## src/rtl/pkt_framer_cfg.svh

```systemverilog
// constants for the serial packet framer
`ifndef PKT_FRAMER_CFG_SVH
`define PKT_FRAMER_CFG_SVH
`define CLK_HZ        100000000
`define BAUD_RATE     115200
`define BIT_CYCLES    ((`CLK_HZ + `BAUD_RATE / 2) / `BAUD_RATE)
`define MAX_PAYLOAD   8'h16
`define CRC_POLY      16'h8408
`define CRC_INIT      16'hffff
`define CLASS_CMD     2'h0
`define CLASS_RESP    2'h1
`define CLASS_REPORT  2'h2
`define CLASS_ERROR   2'h3
`define ANSWER_MS     250
`define ANSWER_CYCLES (`ANSWER_MS * (`CLK_HZ / 1000))
`endif

```

## src/rtl/pkt_framer_pkg.sv

```systemverilog
// types for the serial packet framer
package pkt_framer_pkg;
	typedef enum logic [2:0] {
		RX_TYPE  = 3'h0,
		RX_LEN   = 3'h1,
		RX_DATA  = 3'h2,
		RX_CRCLO = 3'h3,
		RX_CRCHI = 3'h4
	} rxState_t;
	typedef enum logic [2:0] {
		TX_IDLE  = 3'h0,
		TX_TYPE  = 3'h1,
		TX_LEN   = 3'h2,
		TX_DATA  = 3'h3,
		TX_CRCLO = 3'h4,
		TX_CRCHI = 3'h5
	} txState_t;
endpackage

```

## src/rtl/host_serial_packet_framer.sv

```systemverilog
// serial packet framer: uart, packet check, packet send
`timescale 1ns/10ps
`include "pkt_framer_cfg.svh"
module host_serial_packet_framer
	import pkt_framer_pkg::*;
(
	// clock and reset
	input  wire logic       clk,
	input  wire logic       resetn,
	// serial pins
	input  wire logic       rxd,
	output logic            txd,
	// received packet out to the command engine
	output logic            cmdValid,
	input  wire logic       cmdReady,
	output logic [5:0]      cmdCode,
	output logic [4:0]      cmdLen,
	output logic [7:0]      cmdByte,
	output logic [4:0]      cmdIdx,
	output logic            cmdLast,
	// answer or report in from the command engine
	input  wire logic       ansValid,
	output logic            ansReady,
	input  wire logic [1:0] ansClass,
	input  wire logic [5:0] ansCode,
	input  wire logic [4:0] ansLen,
	input  wire logic [7:0] ansPayload [0:21],
	// status
	output logic            answerLate
);
	// ========================================================
	// reset release
	logic rstSync1_r;
	logic rstn_r;
	always_ff @(posedge clk or negedge resetn)
	begin
		if (!resetn)
		begin
			rstSync1_r <= 1'b0;
			rstn_r     <= 1'b0;
		end
		else
		begin
			rstSync1_r <= 1'b1;
			rstn_r     <= rstSync1_r;
		end
	end

	// ========================================================
	// crc step, used by receiver and transmitter
	function automatic logic [15:0] crcStep(input logic [15:0] c,
		input logic [7:0] d);
		logic [15:0] x;
		x = c ^ {8'h00, d};
		for (int i = 0; i < 8; i++)
			x = x[0] ? ((x >> 1) ^ `CRC_POLY) : (x >> 1);
		return x;
	endfunction

	localparam logic [15:0] BIT_CNT  = 16'(`BIT_CYCLES);
	localparam logic [15:0] HALF_CNT = 16'(`BIT_CYCLES / 2);

	// ========================================================
	// uart receiver, 8N1
	logic [15:0] rxTmr_r;
	logic [3:0]  rxBit_r;
	logic [7:0]  rxShift_r;
	logic        rxBusy_r;
	logic        rxStrobe_r;
	wire         rxTick = rxBusy_r && (rxTmr_r == 16'h0000);
	always_ff @(posedge clk or negedge rstn_r)
	begin
		if (!rstn_r)
		begin
			rxTmr_r    <= 16'h0000;
			rxBit_r    <= 4'h0;
			rxShift_r  <= 8'h00;
			rxBusy_r   <= 1'b0;
			rxStrobe_r <= 1'b0;
		end
		else
		begin
			rxStrobe_r <= 1'b0;
			if (!rxBusy_r)
			begin
				if (!rxd)
				begin
					rxBusy_r <= 1'b1;
					rxTmr_r  <= HALF_CNT;
					rxBit_r  <= 4'h0;
				end
			end
			else if (!rxTick)
				rxTmr_r <= rxTmr_r - 16'h0001;
			else
			begin
				rxTmr_r <= BIT_CNT - 16'h0001;
				rxBit_r <= rxBit_r + 4'h1;
				if (rxBit_r == 4'h0 && rxd)
					rxBusy_r <= 1'b0; // false start
				else if (rxBit_r == 4'h9)
				begin
					rxBusy_r   <= 1'b0;
					rxStrobe_r <= rxd; // framing error drops byte
				end
				else if (rxBit_r != 4'h0)
					rxShift_r <= {rxd, rxShift_r[7:1]}; // lsb first
			end
		end
	end

	// ========================================================
	// packet receiver; payload held until the check value passes
	rxState_t    rxSt_r;
	logic [5:0]  rxCode_r;
	logic [1:0]  rxCls_r;
	logic [4:0]  rxLen_r;
	logic [4:0]  rxCnt_r;
	logic [15:0] rxCrc_r;
	logic [7:0]  rxLo_r;
	logic [7:0]  rxMem_r [0:21];
	logic        pktGood_r;
	logic        rxLost_r;
	wire  [15:0] rxCrcNxt = crcStep(rxCrc_r, rxShift_r);
	wire         lenOk = rxShift_r <= `MAX_PAYLOAD;
	wire         crcOk = {rxShift_r, rxLo_r} == ~rxCrc_r;
	logic        bufBusy;
	always_ff @(posedge clk or negedge rstn_r)
	begin
		if (!rstn_r)
		begin
			rxSt_r    <= RX_TYPE;
			rxCode_r  <= 6'h00;
			rxCls_r   <= 2'h0;
			rxLen_r   <= 5'h00;
			rxCnt_r   <= 5'h00;
			rxCrc_r   <= `CRC_INIT;
			rxLo_r    <= 8'h00;
			pktGood_r <= 1'b0;
			rxLost_r  <= 1'b0;
		end
		else
		begin
			pktGood_r <= 1'b0;
			if (rxStrobe_r)
			begin
				rxCrc_r <= rxCrcNxt;
				unique case (rxSt_r)
				RX_TYPE:
				begin
					rxCls_r  <= rxShift_r[7:6];
					rxCode_r <= rxShift_r[5:0];
					rxSt_r   <= RX_LEN;
					rxLost_r <= 1'b0; // fresh packet
				end
				RX_LEN:
				begin
					rxLen_r <= rxShift_r[4:0];
					rxCnt_r <= 5'h00;
					if (!lenOk)
					begin
						rxSt_r  <= RX_TYPE; // discard, hunt
						rxCrc_r <= `CRC_INIT;
					end
					else if (rxShift_r == 8'h00)
						rxSt_r <= RX_CRCLO;
					else
						rxSt_r <= RX_DATA;
				end
				RX_DATA:
				begin
					rxCnt_r <= rxCnt_r + 5'h01;
					if (bufBusy)
						rxLost_r <= 1'b1; // byte not stored
					if (rxCnt_r == rxLen_r - 5'h01)
						rxSt_r <= RX_CRCLO;
				end
				RX_CRCLO:
				begin
					rxLo_r  <= rxShift_r;
					rxCrc_r <= rxCrc_r;
					rxSt_r  <= RX_CRCHI;
				end
				RX_CRCHI:
				begin
					rxCrc_r <= `CRC_INIT;
					rxSt_r  <= RX_TYPE;
					// bad crc or busy buffer drops the packet
					// a byte skipped while draining leaves stale payload
					pktGood_r <= crcOk && !bufBusy && !rxLost_r;
				end
				endcase
			end
		end
	end

	// payload store, only written while the buffer is free
	always_ff @(posedge clk)
	begin
		if (rxStrobe_r && rxSt_r == RX_DATA && !bufBusy)
			rxMem_r[rxCnt_r] <= rxShift_r;
	end

	// ========================================================
	// two-entry byte buffer toward the command engine
	logic [7:0] fbData_r [0:1];
	logic [4:0] fbIdx_r  [0:1];
	logic [1:0] fbLast_r;
	logic       fbWp_r;
	logic       fbRp_r;
	logic [1:0] fbCnt_r;
	logic       drain_r;
	logic [4:0] drIdx_r;
	logic [4:0] drLen_r;
	wire        fbFull  = fbCnt_r == 2'h2;
	wire        fbEmpty = fbCnt_r == 2'h0;
	wire        fbPush  = drain_r && !fbFull;
	wire        fbPop   = !fbEmpty && cmdReady;
	wire        drLast  = (drLen_r == 5'h00) || (drIdx_r == drLen_r - 5'h01);
	// a command packet is forwarded; a non-command class is discarded
	assign bufBusy = drain_r || !fbEmpty;
	always_ff @(posedge clk or negedge rstn_r)
	begin
		if (!rstn_r)
		begin
			fbWp_r   <= 1'b0;
			fbRp_r   <= 1'b0;
			fbCnt_r  <= 2'h0;
			fbLast_r <= 2'h0;
			drain_r  <= 1'b0;
			drIdx_r  <= 5'h00;
			drLen_r  <= 5'h00;
			cmdCode  <= 6'h00;
			cmdLen   <= 5'h00;
		end
		else
		begin
			if (pktGood_r && rxCls_r == `CLASS_CMD)
			begin
				drain_r <= 1'b1;
				drIdx_r <= 5'h00;
				drLen_r <= rxLen_r;
				cmdCode <= rxCode_r;
				cmdLen  <= rxLen_r;
			end
			else if (fbPush)
			begin
				drIdx_r <= drIdx_r + 5'h01;
				if (drLast)
					drain_r <= 1'b0;
			end
			if (fbPush)
			begin
				fbLast_r[fbWp_r] <= drLast;
				fbWp_r           <= ~fbWp_r;
			end
			if (fbPop)
				fbRp_r <= ~fbRp_r;
			fbCnt_r <= fbCnt_r + {1'b0, fbPush} - {1'b0, fbPop};
		end
	end

	always_ff @(posedge clk)
	begin
		if (fbPush)
		begin
			fbData_r[fbWp_r] <= rxMem_r[drIdx_r];
			fbIdx_r[fbWp_r]  <= drIdx_r;
		end
	end

	assign cmdValid = !fbEmpty;
	assign cmdByte  = fbData_r[fbRp_r];
	assign cmdIdx   = fbIdx_r[fbRp_r];
	assign cmdLast  = fbLast_r[fbRp_r];

	// ========================================================
	// answer watchdog: flags a command left unanswered for 250 ms
	logic [31:0] ansTmr_r;
	logic        waitAns_r;
	logic [5:0]  pendCode_r;
	wire         ansTake = ansValid && ansReady;
	wire         isAck = ansClass == `CLASS_RESP || ansClass == `CLASS_ERROR;
	always_ff @(posedge clk or negedge rstn_r)
	begin
		if (!rstn_r)
		begin
			ansTmr_r   <= 32'h0;
			waitAns_r  <= 1'b0;
			pendCode_r <= 6'h00;
			answerLate <= 1'b0;
		end
		else
		begin
			if (pktGood_r && rxCls_r == `CLASS_CMD)
			begin
				waitAns_r  <= 1'b1;
				pendCode_r <= rxCode_r;
				ansTmr_r   <= 32'h0;
			end
			else if (ansTake && isAck)
				waitAns_r <= 1'b0;
			else if (waitAns_r)
				ansTmr_r <= ansTmr_r + 32'h1;
			answerLate <= waitAns_r &&
				ansTmr_r >= 32'(`ANSWER_CYCLES - 1);
		end
	end

	// ========================================================
	// packet transmitter and uart sender
	txState_t    txSt_r;
	logic [7:0]  txType_r;
	logic [4:0]  txLen_r;
	logic [4:0]  txIdx_r;
	logic [15:0] txCrc_r;
	logic [7:0]  txPay_r [0:21];
	logic [9:0]  txSh_r;
	logic [3:0]  txBits_r;
	logic [15:0] txTmr_r;
	wire         txIdle = txBits_r == 4'h0;
	wire  [15:0] txFin = ~txCrc_r;
	// acks reuse the pending code; reports pass their own
	wire  [5:0]  outCode = isAck ? pendCode_r : ansCode;
	logic [7:0]  txByte;
	always_comb
	begin
		unique case (txSt_r)
		TX_TYPE:  txByte = txType_r;
		TX_LEN:   txByte = {3'h0, txLen_r};
		TX_DATA:  txByte = txPay_r[txIdx_r]; // raw
		TX_CRCLO: txByte = txFin[7:0];
		TX_CRCHI: txByte = txFin[15:8];
		default:  txByte = 8'h00;
		endcase
	end
	wire txLoad = txSt_r != TX_IDLE && txIdle;
	assign ansReady = txSt_r == TX_IDLE && ansLen <= 5'(`MAX_PAYLOAD);

	always_ff @(posedge clk)
	begin
		if (ansTake)
			txPay_r <= ansPayload;
	end

	always_ff @(posedge clk or negedge rstn_r)
	begin
		if (!rstn_r)
		begin
			txSt_r   <= TX_IDLE;
			txType_r <= 8'h00;
			txLen_r  <= 5'h00;
			txIdx_r  <= 5'h00;
			txCrc_r  <= `CRC_INIT;
			txSh_r   <= 10'h3ff;
			txBits_r <= 4'h0;
			txTmr_r  <= 16'h0000;
			txd      <= 1'b1;
		end
		else
		begin
			if (ansTake)
			begin
				// class 10 report, 11 error, 01 response
				txType_r <= {ansClass, outCode};
				txLen_r  <= ansLen;
				txIdx_r  <= 5'h00;
				txCrc_r  <= `CRC_INIT;
				txSt_r   <= TX_TYPE;
			end
			else if (txLoad)
			begin
				txSh_r   <= {1'b1, txByte, 1'b0};
				txBits_r <= 4'ha;
				txTmr_r  <= BIT_CNT - 16'h0001;
				if (txSt_r != TX_CRCLO && txSt_r != TX_CRCHI)
					txCrc_r <= crcStep(txCrc_r, txByte);
				unique case (txSt_r)
				TX_TYPE:  txSt_r <= TX_LEN;
				TX_LEN:   txSt_r <= (txLen_r == 5'h00) ? TX_CRCLO : TX_DATA;
				TX_DATA:
				begin
					txIdx_r <= txIdx_r + 5'h01;
					if (txIdx_r == txLen_r - 5'h01)
						txSt_r <= TX_CRCLO;
				end
				TX_CRCLO: txSt_r <= TX_CRCHI;
				TX_CRCHI: txSt_r <= TX_IDLE;
				default:  txSt_r <= TX_IDLE;
				endcase
			end
			if (!txIdle)
			begin
				if (txTmr_r == 16'h0000)
				begin
					txTmr_r  <= BIT_CNT - 16'h0001;
					txSh_r   <= {1'b1, txSh_r[9:1]};
					txBits_r <= txBits_r - 4'h1;
				end
				else
					txTmr_r <= txTmr_r - 16'h0001;
			end
			txd <= txIdle ? 1'b1 : txSh_r[0];
		end
	end
endmodule

```

## config.mk

```make
export PLATFORM = sky130hd
export DESIGN_NAME = host_serial_packet_framer
export DESIGN_NICKNAME = d
export VERILOG_FILES = /design/src/rtl/pkt_framer_pkg.sv /design/src/rtl/host_serial_packet_framer.sv
export VERILOG_INCLUDE_DIRS = /design/src /design/src/rtl
export SDC_FILE = /design/constraint.sdc
export NUM_CORES = 1
export LEC_CHECK = 0
export BUFFER_PORTS_ARGS = -buffer_cell sky130_fd_sc_hd__buf_2
export CORE_MARGIN = 4
export CORE_UTILIZATION = 35
export CTS_BUF_LIST = sky130_fd_sc_hd__clkbuf_8
export DETAILED_ROUTE_END_ITERATION = 7
export GPL_TIMING_DRIVEN = 0
export PLACE_DENSITY_LB_ADDON = 0.1
export SLEW_MARGIN = 10
export SYNTH_ARGS = -nofsm -noshare
export SYNTH_HDL_FRONTEND = slang
export SYNTH_SLANG_ARGS = --single-unit
export TNS_END_PERCENT = 100
```

## constraint.sdc

```tcl
create_clock -name clk -period 12.5 [get_ports clk]
set_clock_uncertainty 0.15 [all_clocks]
set_input_delay 1.25 -clock clk [delete_from_list [all_inputs] [get_ports clk]]
set_output_delay 1.25 -clock clk [all_outputs]
set_load 0.05 [all_outputs]
```

* Word-level counts from Yosys, hierarchy flattened *
Memories as Yosys holds them, arrays and structs flattened.
Index checks and enable logic that the tools add are counted.

cells by class
  reductions and logical operators = 60
  div/mod/pow operators = 0
  shift operators = 0
  multiply operators = 0
  add/sub/neg operators = 13
  magnitude comparators = 7
  bitwise gates (word level) = 26
  muxes and demuxes = 90
  equality and inequality tests = 27

operators with widths
  kind                     number
  $mux W16                 27
  $mux W32                 3
  $not A2 Y3               16
  $pmux W16 S3             1
  $bmux W8 S5              1
  $mux W10                 4
  $pmux W8 S5              1
  $add A32 B1 Y32 const B  1
  $ge A32 B25 Y1 const B   1
  $logic_not A16 Y1        2
  $not A16 Y16             2
  $sub A16 B1 Y16 const B  2
  $xor A16 B8 Y16          2
  $mux W4                  7
  $mux W1                  26
  $reduce_and A2 Y1        13
  $mux W5                  5
  $reduce_bool A2 Y1       9
  $eq A16 B16 Y1           1
  $logic_and A1 B1 Y1      16
  $mux W8                  2
  $add A5 B1 Y5 const B    3
  $eq A5 B5 Y1             3
  $mux W3                  5
  40 further kinds         70

word-level totals
  bits in registers = 380
  word-level logic and storage cells = 284
  ROM bits = 0
  memories kept = 3
  bits of input ports = 194
  output and inout port bits = 29
  latch bits = 0
  bits in writable memories = 202

memories
  memory    words  bits a word  read ports  clocked after Yosys merged registers in  wr ports  line                              text
  rxMem_r   22     8            1           0                                        1         host_serial_packet_framer.sv:121  logic [7:0] rxMem_r [0:21];
  fbData_r  2      8            1           0                                        1         host_serial_packet_framer.sv:206  logic [7:0] fbData_r [0:1];
  fbIdx_r   2      5            1           0                                        1         host_serial_packet_framer.sv:207  logic [4:0] fbIdx_r [0:1];

* Logic depth before layout (Yosys ltp) *
  word-level depth = 25
  depth in mapped cells = 12
  gate-level depth less buffers = 10

* Worst setup path after synthesis *
OpenSTA, ideal clock, no wires.

  path kind = input-to-reg
  start point = input port ansLen[2]
  end point = register txPay_r[0] (netlist name) (enable)
  setup time = 0.609 ns
  slack = 4.776 ns
  arrival = 6.966 ns
  buffers on the path = 1
  cell stages on the path = 4
  data required time = 11.741 ns
  cells stage by stage = a31o_2 -> a211o_1 -> inv_1 -> buf_1

on the way
  word-level cells in the longest chain between the ends = 3

ends and longest elaborated chain
  what                    line                              text
  start: declaration      host_serial_packet_framer.sv:26   input wire logic [4:0] ansLen,
  $le A5 B5 Y1            host_serial_packet_framer.sv:338  assign ansReady = txSt_r == TX_IDLE && ansLen <= 5'(`MAX_PAYLOAD);
  $logic_and A1 B1 Y1     host_serial_packet_framer.sv:338
  $logic_and A1 B1 Y1     host_serial_packet_framer.sv:282  wire ansTake = ansValid && ansReady;
  via ansTake             host_serial_packet_framer.sv:282
  end signal: assignment  host_serial_packet_framer.sv:343  txPay_r <= ansPayload;
  end: declaration        host_serial_packet_framer.sv:317  logic [7:0] txPay_r [0:21];

The timed path passes the listed nets, and every way through them passes these cells.
A chain may end at the register's enable or synchronous reset.

* Worst setup path after layout *
  start point = register txIdx_r[2]
  end point = register txCrc_r[8]

on the way
  word-level cells in the longest chain between the ends = 18
  elaborated cells on any way between the ends = 19
  classes of those cells = 15 x mux; 4 x bitwise

ends and longest elaborated chain
  what                                                            line                              text
  start: declaration                                              host_serial_packet_framer.sv:315  logic [4:0] txIdx_r;
  start signal: assignment                                        host_serial_packet_framer.sv:383  txIdx_r <= txIdx_r + 5'h01;
  $not A5 Y6 (not written as such) *                              host_serial_packet_framer.sv:331  TX_DATA: txByte = txPay_r[txIdx_r];
  $bmux W8 S5 *                                                   host_serial_packet_framer.sv:331
  $mux W8 (not written as such) * (2 in a row)                    host_serial_packet_framer.sv:331
  $pmux W8 S5 *                                                   host_serial_packet_framer.sv:328  unique case (txSt_r)
  $xor A16 B8 Y16 *                                               host_serial_packet_framer.sv:54   x = c ^ {8'h00, d};
  $mux W16 * (5 in a row)                                         host_serial_packet_framer.sv:56   x = x[0] ? ((x >> 1) ^ `CRC_POLY) : (x >> 1);
  $not A2 Y3 (no source line) / $mux W16 (equally long branches)  -
  $mux W16 * (3 in a row)                                         host_serial_packet_framer.sv:56
  $mux W16 *                                                      host_serial_packet_framer.sv:376  if (txSt_r != TX_CRCLO && txSt_r != TX_CRCHI)
  $mux W16 *                                                      host_serial_packet_framer.sv:371  else if (txLoad)
  $mux W16 *                                                      host_serial_packet_framer.sv:362  if (ansTake)
  end signal: assignment                                          host_serial_packet_framer.sv:354  txCrc_r <= `CRC_INIT;
  end signal: assignment                                          host_serial_packet_framer.sv:368  txCrc_r <= `CRC_INIT;
  end signal: assignment                                          host_serial_packet_framer.sv:377  txCrc_r <= crcStep(txCrc_r, txByte);
  end: declaration                                                host_serial_packet_framer.sv:316  logic [15:0] txCrc_r;

Mark *: on every way between the ends. The rest lies on a longest branch, timed or not. The select of a mux whose other input is x is not followed.

==> run_results.csv <==
group,metric,value,unit
global_route,grt_pass1_wl,99300,um
timing,slew_headroom,20.4,%
cells_and_area,seq_area,16500,um^2
cts,cts_hold_buf,0,
timing,drv_slew,0,
routing,vias,15600,
synthesis,netlist_instances,1759,
synthesis,ys_ff_latch,582,
synthesis,syn_avg_cell_area,14.4,um^2
critical_path,rrSetupSlack,8080,ps
synthesis,async_reset_ff_share,35.1,%
cts,ctsLongestPathBuffers,3,
cts,cts-root-buf,"clkbuf_8",
die,die_y,277,um
critical_path,path_delay_family,"buffers and inverters",
critical_path,required,12990,ps
synthesis,synth_warnings,0,
critical_path,cp-start-kind,"flip-flop",
critical_path,worstReg2RegEnd,"txCrc_r[8]",
place,place_congestion,0.811,
global_route,grt_start_max_net_pins,59,
pwr,powerDensity,155,nW/um^2
routing,first_pass_iters,5,
cts,ctsHtreeMaxLevel,3,
place,placed_cells,2938,
timing,setup_viol,0,
critical_path,worstReg2RegStart,"txIdx_r[2]",
cells_and_area,drive_gt1_share,27.3,%
hold_path,min_path_type,"flip-flop to asynchronous set/reset pin",
synthesis,ys.flop_type,"edfxtp_1",
cts,cts_resized,0,
synthesis,syn_nets,1972,
critical_path,critPathMaxStageDelay,720,ps
place,port_buffers,220,
critical_path,cp_data_arrival_time,4910,ps
timing,period_share,35.4,%
cts,cts_setup_buffers,0,
routing,wire_per_inst,20.5,um
routing,via_per_inst,5.00,
die,die-area,76500,um^2
routing,drt_wl_total,64000,um
cts,clock_latency,700,ps
synthesis,synth_edf_count,378,
cells_and_area,nets,2305,
critical_path,reg2regPathDepth,10,
place,post-dp-hpwl,45200,um
cts,clock-sinks,582,
cells_and_area,multi_input_area,8240,um^2
critical_path,worstSetupPathType,"flip-flop to flip-flop",
synthesis,ys_seq_area_share,65.4,%
pwr,total_leakage_power,11.3,nW
synthesis,synth_largest_area_cell,"edfxtp_1",
critical_path,crit_slowest_cell,"clkbuf_1",
timing,tightest_slew,1190,ps
cells_and_area,synthToLayoutAreaGrowth,17.9,%
status,status,"completed",
die,start_util,35.3,%
critical_path,crit_top_cell,"xnor2_1",
cells_and_area,fillers,6670,
die,coreArea,71500,um^2
critical_path,cp_num_buf_inv,3,
critical_path,cp-end-kind,"flip-flop",
cells_and_area,finalNonFillerCells,3126,
global_route,grt_pass1_vias,16800,
die,ios,223,
routing,drtIter0Drc,946,
global_route,antenna_found_initial,8,
timing,min_period,4420,ps
critical_path,path_max_fanout,10,
timing,clock.fmax,226,MHz
routing,detail-route-antenna-nets,0,
timing,finalHoldViolCount,0,
synthesis,synth_area,25200,um^2
synthesis,synth.area.top_cells,"edfxtp_1, dfrtp_1, mux4_2",
timing,setup_tns,0,ps
job,cap_violations,0,
cts,cts_tree,"done",
cts,cts_made_buffers,102,
critical_path,worstPathCellList,"buf_2 > buf_1 > clkbuf_1 > mux4_2 > a22o_1 > nor4_1 > xnor2_1 > xnor2_1 > xnor2_1 > a21oi_1",
synthesis,ys_types,74,
global_route,overflow,0,
timing,rsz0062_at_grt,"false",
global_route,track_usage,16.6,%
pwr,ir_drop,0.0000871,V
cts,path_clk_slew,60,ps
die,die_w,277,um
die,num_rows,98,
synthesis,yosysTopAreaCellShare,45.0,%
routing,drc,0,
-- synthesized netlist by cell type (all sizes together), types with 5 or more instances --
cell type  instances
a2111oi            5
a211oi             8
a21o               7
a21oi             65
a22o               7
a22oi              9
and2               6
and3               6
buf               22
clkbuf            64
dfrtp            161
dfstp             43
edfxtp           378
ha                19
inv               41
mux2              68
mux2i             37
mux4              77
nand2            111
nand2b            15
nand3             25
nand3b             6
nand4             19
nor2             133
nor2b             22
nor3              35
nor3b              5
nor4              14
o211ai            15
o21ai             81
o22a              23
o22ai             14
o31ai              8
or2                9
or3               18
or4                7
xnor2             51
xnor3              5
xor2              69
-- layout make-up --
| cell class | instances | share of cell area [%] |
|---|---|---|
| Tap cell | 950 | 3.99 |
| Inverter | 43 | 0.542 |
| Antenna cell | 1 | 0.00841 |
| Clock inverter | 71 | 1.39 |
| Buffer | 86 | 1.15 |
| Sequential cell | 582 | 55.5 |
| Clock buffer | 116 | 5.36 |
| Multi-Input combinational cell | 1048 | 27.7 |
| Timing Repair Buffer | 229 | 4.38 |
-- cell usage in the layout (no fill, tap or decap), drive strengths merged, types with 37 or more instances in the layout --
cell type    n
nor2       133
xor2        69
o21ai       81
xnor2       51
inv         84
dfstp       43
mux2        68
clkbuf     180
a21oi       65
dfrtp      161
mux4        77
edfxtp     378
mux2i       37
nand2      111
buf        251
-- per-layer routing --
layer | vias up | wire [um] | global-route usage, %
li1 | 7302 | - | -
met1 | 7785 | 27000 | 21.2
met2 | 378 | 31400 | 28.1
met3 | 148 | 3470 | 4.02
met4 | 14 | 2060 | 5.51
met5 | - | 80 | 0
-- sequential cells by signal, summed over array words and instances, names as in the netlist, 6 cells and up --
| signal | flops |
|---|---|
| rxShift_r | 8 |
| txCrc_r | 16 |
| ansTmr_r | 32 |
| txSh_r | 10 |
| rxCrc_r | 16 |
| fbData_r | 16 |
| rxMem_r | 176 |
| txType_r | 8 |
| pendCode_r | 6 |
| txPay_r | 176 |
| rxLo_r | 8 |
| txTmr_r | 16 |
| rxCode_r | 6 |
| fbIdx_r | 10 |
| rxTmr_r | 16 |
-- cells by family (layout without fill, tap and decap cells) --
| family | Yosys count | count (layout) | share of synthesized area (%) |
|---|---|---|---|
| other | 1 | 2 | 0.0149 |
| AOI/OAI and AO/OA | 276 | 276 | 7.00 |
| buffers and inverters | 129 | 545 | 1.99 |
| DFF | 582 | 582 | 65.4 |
| muxes | 182 | 182 | 11.4 |
| xor gates and xnor gates | 125 | 125 | 4.61 |
| adders and majority gates | 19 | 19 | 0.942 |
| and+or+nand+nor | 445 | 445 | 8.68 |
-- how the worst max path moves through the flow --
| stage | from | depth (start not counted) | endpoint | slack (ps) |
|---|---|---|---|---|
| 4_1_cts | txIdx_r[2] | 10 | txCrc_r[8] | 7960 |
| 2_1_floorplan | ansLen[2] | 4 | txPay_r[0] | 4780 |
| 5_1_grt | txIdx_r[2] | 10 | txCrc_r[1] | 7710 |
| 3_3_place_gp | ansLen[2] | 5 | txPay_r[104] | 2420 |
| 6_report | txIdx_r[2] | 10 | txCrc_r[8] | 8080 |
| 3_5_place_dp | txIdx_r[2] | 10 | txCrc_r[8] | 7990 |
-- report_power, final --
part           switching, mW  leakage (nW)  internal [mW]
Clock                  0.798          1.18          0.915
Combinational          0.345          4.17          0.252
Sequential            0.0759          5.97           2.23
Total                   1.22          11.3           3.40
-- stage by stage --
stage	setup slack, ps	cell area, um^2	hold slack [ps]	util [%]	power (mW)
floorplan	4780	25200	181	-	2.76
global placement	2420	27500	187	38.5	2.95
detailed placement	7990	27800	137	38.8	2.95
CTS	7960	29800	79.5	41.6	4.69
global route	7710	29800	105	41.6	4.84
finish	8080	29800	118	41.6	4.61
Power figures use the tool's default switching activity.
